### src/asbi_params.svh
// Purpose: constants for the host end of the accessory slot bus
// Assumes: clk_sys at 100 MHz; slot bus clock is 8 MHz derived here
// Notes on behaviour
// - strobe high from T2 until T4
// - low wait request stretches cycle with waits
// - select only inside slot's 64K block
// - select one left module, two right
// - drive memory versus io indicator
// - drive direction indicator each cycle
// - read strobe low during read cycle
// - write strobe low during write cycle
// - present 20-bit address and 8-bit data
// - supply buffered 8 MHz bus clock
// - low shared comm line is that interrupt
// - low system interrupt line requests service
// - drive hold acknowledge synced to bus clock
// - assert slot reset at power-on
// - size flag 0 for 128K, 1 for 256K
// - slot one 09xxxxH, slot two 0Axxxxh
`ifndef ASBI_PARAMS_SVH
`define ASBI_PARAMS_SVH
`define ASBI_SYS_PERIOD_NS   10
`define ASBI_BUS_PERIOD_NS   125
`define ASBI_HALF_CYC        ((`ASBI_BUS_PERIOD_NS / `ASBI_SYS_PERIOD_NS) / 2)
`define ASBI_SLOT1_PAGE      4'h9
`define ASBI_SLOT2_PAGE      4'ha
`define ASBI_RESET_NS        1000
`define ASBI_RESET_CYC       (`ASBI_RESET_NS / `ASBI_SYS_PERIOD_NS)
`define ASBI_HOLD_ACK_NS     2500
`define ASBI_HOLD_ACK_BUSCYC (`ASBI_HOLD_ACK_NS / `ASBI_BUS_PERIOD_NS)
`endif

### src/asbi_pkg.sv
// Purpose: types for the accessory slot bus host end
// Assumes: nothing
// Notes: requests travel as a packed struct; kinds and bus states are enums
package asbi_pkg;
   typedef enum logic [1:0] {
      asbi_mem_rd,
      asbi_mem_wr,
      asbi_io_rd,
      asbi_io_wr
   } asbi_kind_t;

   typedef struct packed {
      asbi_kind_t  kind;
      logic [19:0] addr;
      logic [7:0]  wdata;
   } asbi_req_t;

   typedef enum logic [2:0] {
      asbi_t1,
      asbi_t2,
      asbi_t3,
      asbi_tw,
      asbi_t4,
      asbi_idle
   } asbi_tstate_t;
endpackage

### src/asbi_host.sv
// Purpose: host end of the accessory slot bus: runs one bus cycle per request
// Assumes: requests come from logic on clk_sys; slot lines from outside
// Notes: bus states advance on rising edges of the derived 8 MHz clock
`include "asbi_params.svh"
module asbi_host (
   input  wire logic              clk_sys,
   input  wire logic              rst,
   // request side
   input  wire logic              req_valid,
   input  wire asbi_pkg::asbi_req_t req,
   output logic                   req_ready,
   output logic                   rsp_valid,
   output logic [7:0]             rsp_rdata,
   input  wire logic              hold_grant,
   input  wire logic              board_full,
   output logic                   comm_irq,
   output logic                   sys_irq,
   // slot pins
   output logic                   slot_bus_clock,
   output logic                   slot_reset_n,
   output logic [7:0]             slot_addr_low,
   output logic [3:0]             slot_addr_mid,
   output logic [7:0]             slot_addr_high,
   input  wire logic [7:0]        slot_data_i,
   output logic [7:0]             slot_data_o,
   output logic                   slot_data_oe,
   output logic                   slot_read_n,
   output logic                   slot_write_n,
   output logic                   cycle_status_line,
   output logic                   io_not_mem,
   output logic                   xfer_direction,
   output logic                   addr_qual_strobe,
   output logic                   slot_one_select_n,
   output logic                   slot_two_select_n,
   output logic                   hold_ack_sync,
   output logic                   mem_size_flag,
   input  wire logic              wait_request_n,
   input  wire logic              shared_comm_irq_n,
   input  wire logic              system_irq_n
);
   // -------------------------------------------------------------
   // functions
   // -------------------------------------------------------------
   function automatic logic asbi_is_write(input asbi_pkg::asbi_kind_t k);
      return (k == asbi_pkg::asbi_mem_wr) || (k == asbi_pkg::asbi_io_wr);
   endfunction

   function automatic logic asbi_is_io(input asbi_pkg::asbi_kind_t k);
      return (k == asbi_pkg::asbi_io_rd) || (k == asbi_pkg::asbi_io_wr);
   endfunction

   // -------------------------------------------------------------
   // input synchronisers
   // -------------------------------------------------------------
   logic [2:0] sync_out;
   logic [7:0] data_sync;

   asbi_sync #(.W(3)) u_sync_ctl (
      .clk_sys (clk_sys),
      .rst     (rst),
      .din     ({wait_request_n, shared_comm_irq_n, system_irq_n}),
      .dout    (sync_out)
   );

   asbi_sync #(.W(8)) u_sync_data (
      .clk_sys (clk_sys),
      .rst     (rst),
      .din     (slot_data_i),
      .dout    (data_sync)
   );

   // interrupt lines are active low; a low level is the request
   assign comm_irq = ~sync_out[1];
   assign sys_irq  = ~sync_out[0];

   // -------------------------------------------------------------
   // bus clock divider and power-on reset
   // -------------------------------------------------------------
   logic [3:0]  div_q,  div_d;
   logic        bclk_q, bclk_d;
   logic [7:0]  rcnt_q, rcnt_d;
   logic        rstn_q, rstn_d;
   logic        rise;

   always_comb begin
      div_d  = div_q + 4'h1;
      bclk_d = bclk_q;
      if (div_q == 4'((`ASBI_HALF_CYC) - 1)) begin
         div_d  = 4'h0;
         bclk_d = ~bclk_q;
      end
      rcnt_d = rcnt_q;
      rstn_d = rstn_q;
      if (rcnt_q != 8'(`ASBI_RESET_CYC))
         rcnt_d = rcnt_q + 8'h01;
      else
         rstn_d = 1'b1;
   end

   assign rise = (div_q == 4'((`ASBI_HALF_CYC) - 1)) && !bclk_q;

   always_ff @(posedge clk_sys) begin
      if (rst) begin
         div_q  <= 4'h0;
         bclk_q <= 1'b0;
         rcnt_q <= 8'h00;
         rstn_q <= 1'b0;
      end else begin
         div_q  <= div_d;
         bclk_q <= bclk_d;
         rcnt_q <= rcnt_d;
         rstn_q <= rstn_d;
      end
   end

   assign slot_bus_clock = bclk_q;
   assign slot_reset_n   = rstn_q;

   // -------------------------------------------------------------
   // bus cycle sequencer
   // -------------------------------------------------------------
   asbi_pkg::asbi_tstate_t st_q, st_d;
   asbi_pkg::asbi_req_t    cur_q, cur_d;
   logic       go_q, go_d;
   logic       rd_q, rd_d;
   logic       wr_q, wr_d;
   logic       oe_q, oe_d;
   logic       sel1_q, sel1_d;
   logic       sel2_q, sel2_d;
   logic       rv_q, rv_d;
   logic [7:0] rdat_q, rdat_d;
   logic       hack_q, hack_d;
   logic [4:0] hcnt_q, hcnt_d;
   logic       size_q, size_d;

   assign req_ready = (st_q == asbi_pkg::asbi_idle) && rstn_q && !hack_q;

   always_comb begin
      st_d   = st_q;
      cur_d  = cur_q;
      go_d   = go_q;
      rd_d   = rd_q;
      wr_d   = wr_q;
      oe_d   = oe_q;
      sel1_d = sel1_q;
      sel2_d = sel2_q;
      rv_d   = 1'b0;
      rdat_d = rdat_q;
      hack_d = hack_q;
      hcnt_d = hcnt_q;
      size_d = board_full;
      if (req_valid && req_ready) begin
         cur_d = req;
         st_d  = asbi_pkg::asbi_t1;
      end
      if (rise) begin
         unique case (st_q)
            asbi_pkg::asbi_t1: begin
               st_d = asbi_pkg::asbi_t2;
               go_d = 1'b1;
               rd_d = !asbi_is_write(cur_q.kind);
               wr_d = asbi_is_write(cur_q.kind);
               oe_d = asbi_is_write(cur_q.kind);
            end
            asbi_pkg::asbi_t2: st_d = asbi_pkg::asbi_t3;
            asbi_pkg::asbi_t3, asbi_pkg::asbi_tw: begin
               // keep inserting waits while a card holds the line low
               if (!sync_out[2])
                  st_d = asbi_pkg::asbi_tw;
               else begin
                  st_d   = asbi_pkg::asbi_t4;
                  go_d   = 1'b0;
                  rd_d   = 1'b0;
                  wr_d   = 1'b0;
                  rdat_d = data_sync;
                  rv_d   = !asbi_is_write(cur_q.kind);
               end
            end
            asbi_pkg::asbi_t4: begin
               st_d   = asbi_pkg::asbi_idle;
               oe_d   = 1'b0;
               sel1_d = 1'b0;
               sel2_d = 1'b0;
               rv_d   = asbi_is_write(cur_q.kind);
            end
            asbi_pkg::asbi_idle: ;
         endcase
      end
      if (st_q == asbi_pkg::asbi_t1) begin
         // select only for memory cycles in the slot's 64K page
         sel1_d = !asbi_is_io(cur_q.kind) && cur_q.addr[19:16] == `ASBI_SLOT1_PAGE;
         sel2_d = !asbi_is_io(cur_q.kind) && cur_q.addr[19:16] == `ASBI_SLOT2_PAGE;
      end
      // hold acknowledge changes only on bus clock edges, fixed width
      if (rise) begin
         if (hack_q) begin
            if (hcnt_q == 5'(`ASBI_HOLD_ACK_BUSCYC - 1)) begin
               hack_d = 1'b0;
               hcnt_d = 5'h00;
            end else
               hcnt_d = hcnt_q + 5'h01;
         end else if (hold_grant && st_q == asbi_pkg::asbi_idle && !(req_valid && req_ready))
            hack_d = 1'b1;
      end
   end

   always_ff @(posedge clk_sys) begin
      if (rst) begin
         st_q   <= asbi_pkg::asbi_idle;
         cur_q  <= '0;
         go_q   <= 1'b0;
         rd_q   <= 1'b0;
         wr_q   <= 1'b0;
         oe_q   <= 1'b0;
         sel1_q <= 1'b0;
         sel2_q <= 1'b0;
         rv_q   <= 1'b0;
         rdat_q <= 8'h00;
         hack_q <= 1'b0;
         hcnt_q <= 5'h00;
         size_q <= 1'b0;
      end else begin
         st_q   <= st_d;
         cur_q  <= cur_d;
         go_q   <= go_d;
         rd_q   <= rd_d;
         wr_q   <= wr_d;
         oe_q   <= oe_d;
         sel1_q <= sel1_d;
         sel2_q <= sel2_d;
         rv_q   <= rv_d;
         rdat_q <= rdat_d;
         hack_q <= hack_d;
         hcnt_q <= hcnt_d;
         size_q <= size_d;
      end
   end

   // -------------------------------------------------------------
   // slot outputs
   // -------------------------------------------------------------
   assign slot_addr_low     = cur_q.addr[7:0];
   assign slot_addr_mid     = cur_q.addr[11:8];
   assign slot_addr_high    = cur_q.addr[19:12];
   assign slot_data_o       = cur_q.wdata;
   assign slot_data_oe      = oe_q;
   assign slot_read_n       = ~rd_q;
   assign slot_write_n      = ~wr_q;
   assign io_not_mem        = asbi_is_io(cur_q.kind);
   assign xfer_direction    = asbi_is_write(cur_q.kind);
   assign cycle_status_line = ~(cur_q.kind == asbi_pkg::asbi_io_rd);
   assign addr_qual_strobe  = go_q;
   // first select to the left module, second to the right
   assign slot_one_select_n = ~sel1_q;
   assign slot_two_select_n = ~sel2_q;
   assign hold_ack_sync     = hack_q;
   assign mem_size_flag     = size_q;
   assign rsp_valid         = rv_q;
   assign rsp_rdata         = rdat_q;
endmodule

### src/asbi_sync.sv
// Purpose: two-flop synchroniser for slot-side inputs
// Assumes: inputs come from outside clk_sys
// Notes: first stage is read only by the second stage
module asbi_sync #(
   parameter int W = 1
) (
   input  wire logic         clk_sys,
   input  wire logic         rst,
   input  wire logic [W-1:0] din,
   output logic      [W-1:0] dout
);
   logic [W-1:0] meta_q;
   logic [W-1:0] meta_d;
   logic [W-1:0] sync_q;
   logic [W-1:0] sync_d;

   always_comb begin
      meta_d = din;
      sync_d = meta_q;
   end

   // reset to released (high) level, the idle level of the active-low control lines
   always_ff @(posedge clk_sys) begin
      if (rst) begin
         meta_q <= '1;
         sync_q <= '1;
      end else begin
         meta_q <= meta_d;
         sync_q <= sync_d;
      end
   end

   assign dout = sync_q;
endmodule

### config.mk
export PLATFORM = sky130hd
export DESIGN_NAME = asbi_host
export DESIGN_NICKNAME = d
export VERILOG_FILES = /design/src/asbi_pkg.sv /design/src/asbi_host.sv /design/src/asbi_sync.sv
export VERILOG_INCLUDE_DIRS = /design/src
export SDC_FILE = /design/constraint.sdc
export NUM_CORES = 1
export LEC_CHECK = 0
export ABC_AREA = 1
export BUFFER_PORTS_ARGS = -buffer_cell sky130_fd_sc_hd__buf_2
export CELL_PAD_IN_SITES_DETAIL_PLACEMENT = 1
export CELL_PAD_IN_SITES_GLOBAL_PLACEMENT = 1
export CORE_MARGIN = 2
export CORE_UTILIZATION = 37
export CTS_CLUSTER_DIAMETER = 40
export DETAILED_ROUTE_END_ITERATION = 10
export GPL_ROUTABILITY_DRIVEN = 0
export PLACE_DENSITY_LB_ADDON = 0.12
export SLEW_MARGIN = 20
export SYNTH_ARGS = -nofsm -noshare
export SYNTH_HDL_FRONTEND = slang
export SYNTH_HIERARCHICAL = 1
export SYNTH_SLANG_ARGS = --single-unit
### constraint.sdc
create_clock -name clk_sys -period 1.8 [get_ports clk_sys]
set_input_delay 0.09 -clock clk_sys [delete_from_list [all_inputs] [get_ports clk_sys]]
set_output_delay 0.09 -clock clk_sys [all_outputs]
set_load 0.02 [all_outputs]
==> flow_summary.json <==
{
  "post_layout_nonfiller_instances": 751,
  "via_count_of_the_first_global_routing_pass": 3311,
  "grt_antenna_before_repair": 0,
  "yosys-top-cells-count": "nand2_1, dfxtp_1, inv_1, nor2_1, a21oi_1",
  "data_arrival_time_at_the_worst_slack_endpoint_ns": 1.52,
  "worstSetupPathType": "reg2out",
  "final_critical_path_setup_slack_ns": 0.191,
  "chipWidth_um": 107,
  "dpl.hpwl_um": 6180,
  "pre_cts_ws_ns": 0.177,
  "crit_path_end_kind": "output port",
  "syn_to_final_growth_pct": 18.8,
  "yosys.area.top_type": "dfxtp_1",
  "final_max_slew_viol_count": 0,
  "die_height_um": 107,
  "global_route_congestion_overflow_total": 0,
  "synth_cell_type_count": 27,
  "core_region_area_um2": 10300,
  "wl_per_cell_um": 12.1,
  "post_synth_edffs": 0,
  "design.final.nets": 661,
  "power-per-cell-area_nw_per_um2": 790,
  "detail_route.iter0.violations": 99,
  "first_pass_iters": 4,
  "ys_ff_latch": 91,
  "synth_seq_area_share_pct": 46.6,
  "largest_net_degree_at_the_start_of_global_routing": 63,
  "synthesis.yosys.warnings": 6,
  "critical_path_required_ns": 1.71,
  "synth_largest_type_area_fraction_pct": 46.6,
  "detail_route.drc_violations": 0,
  "max_clock_freq_ghz": 0.622,
  "sinks_on_clock_net": 91,
  "design_power_total_mw": 3.67,
  "syn-mean-instance-area_um2": 7.37,
  "die_area_um2": 11400,
  "power.leakage_nw": 2.34,
  "initial_core_util_pct": 38.1,
  "globalRoute.busiestLayer": "met2",
  "grt_pass1_wl_um": 14900,
  "wirelength_routed_um": 9070,
  "netlist_top_cells_area": "dfxtp_1, nand2_1, inv_1",
  "start_kind": "flip-flop",
  "critPathMaxFanout": 31,
  "fraction_of_met2_tracks_used_by_global_routing_pct": 27.8,
  "cts-root-buf": "clkbuf_8",
  "timing.max_slew.rel_slack_pct": 72.7,
  "met1_usage_pct": 19.0,
  "outcome": "finished, final reports clean",
  "synth_nets": 582,
  "synth_cells": 531,
  "dp.cells": 721,
  "vias_per_cell": 4.55,
  "dr_total_vias": 3416,
  "clk_latency_ns": 0.36,
  "share_of_synthesized_flip_flops_with_an_asynchronous_set_or_reset_pct": 0,
  "num_io_pins": 99,
  "max_cap_viol_count": 0,
  "numCtsBuffers": 9,
  "cts-root-to-sink-buffers": 2,
  "netlist_area_um2": 3910,
  "layout.filler_cells": 1353,
  "fin_tns_setup_ns": 0,
  "timing.final.setup_violations": 0,
  "n_antenna_cell": 0,
  "finalCritPeriodShare_pct": 89.4,
  "worst_case_vdd_ir_drop_v": 0.000351,
  "cts_tree": "built",
  "clkTransAtPathRegs_ns": 0.10,
  "yosysMostFrequentCell": "nand2_1",
  "dominantRegCellSynth": "dfxtp_1",
  "report.final.hold_viol_count": 0,
  "final_layout_size_suffix_gt1_share_pct": 21.1,
  "row_count": 37,
  "worst_pin_slew_ns": 0.408,
  "detail-route-antenna-nets": 0,
  "numPortBuffers": 98,
  "min_period_ns": 1.61,
  "use_met3_pct": 5.47,
  "grt_use_total_pct": 16.2,
  "unrepaired_setup_endpoints_after_global_routing": "yes",
  "hp-class": "in2reg",
  "cts.htree.levels": 3,
  "fin_skew_ns": 0.0139
}
## state kept, by name, summed over array words and instances, names as in the netlist, 2 cells and up
| name | flops |
|---|---|
| hcnt_q | 5 |
| u_sync_ctl/dout | 3 |
| u_sync_ctl/meta_q | 3 |
| slot_addr_low | 8 |
| u_sync_data/dout | 8 |
| st_q | 3 |
| u_sync_data/meta_q | 8 |
| rcnt_q | 8 |
| div_q | 4 |
| slot_addr_mid | 4 |
| slot_addr_high | 8 |
| rsp_rdata | 8 |
| slot_data_o | 8 |
| cur_q | 2 |
## critical path, cell delays in order (launching register included)
cell	delay (ns)
dfxtp_1	0.41
nand2_1	0.15
nor3_4	0.19
buf_12	0.21
buf_2	0.19
## power by group
part	switching, mW	internal, mW
Combinational	0.132	0.107
Sequential	0.0196	2.05
Clock	0.825	0.539
Total	0.976	2.70
## stage by stage
step	util [%]	cell area [µm²]	hold slack [ns]
5_1_grt	45.2	4650	0.0503
2_1_floorplan	-	3910	0.175
3_3_place_gp	41.9	4310	0.265
6_report	45.2	4650	0.0364
3_5_place_dp	41.9	4310	0.269
4_1_cts	44.9	4610	0.0273
## worst paths after layout
kind	start	cells after the start	slack, ns	end
hold / removal	req[24]	5	0.04	slot_addr_high[4]$_SDFFE_PP0P_
hold reg to reg	u_sync_data/meta_q[7]$_SDFF_PP1_	2	0.42	u_sync_data/dout[7]$_SDFF_PP1_
setup reg to reg	div_q[0]$_SDFF_PP0_	6	0.19	hold_ack_sync$_SDFFE_PP0P_
setup / recovery	st_q[0]$_SDFF_PP1_	4	0.19	req_ready
## cell type report
cell class              instances  area [µm²]  area share, %
clock inverters                 7        65.1           1.40
inverters                      85         319           6.86
multi-input cells             305        1420           30.6
well taps                     136         170           3.66
clock buffers                   9         124           2.66
repair buffers                118         726           15.6
flip-flops and latches         91        1820           39.2
## layer usage
| metal | wire (µm) | vias to the layer above |
|---|---|---|
| li1 | - | 1767 |
| met1 | 4220 | 1578 |
| met2 | 4230 | 62 |
| met3 | 527 | 9 |
| met4 | 96 | 0 |
| met5 | 0 | - |
## cell usage in the layout (no fill, tap or decap), drive strengths merged
cell           n
dlygate4sd3   12
nand3b         1
clkinv         2
buf          105
a21oi         45
o21ai         17
nor3           6
a211oi         1
nand2         94
xor2           5
dfxtp         91
clkinvlp       1
nor2          76
inv           89
o31ai          1
and2           1
ha             5
clkbuf        10
xnor2          3
nand4          6
o211ai         1
nand3         43
## what timing repair did
item | in CTS | in global routing
buffers inserted | 0 | 1
endpoints found under the hold margin | 12 | 0
setup endpoints to repair | 0 | 3
hold buffers | 12 | 0
gates resized for setup | 0 | 1
## logic make-up (layout without fill, tap and decap cells)
family                     after synthesis  in the layout  synth area share (%)
and+or+nand+nor                        227            227                  24.3
xor gates and xnor gates                 8              8                  1.79
DFF                                     91             91                  46.6
AOI/OAI and AO/OA                       65             65                  8.61
adders and majority gates                5              5                  1.60
buffers and inverters                  135            219                  17.1
(Power assumes the default switching activity.)
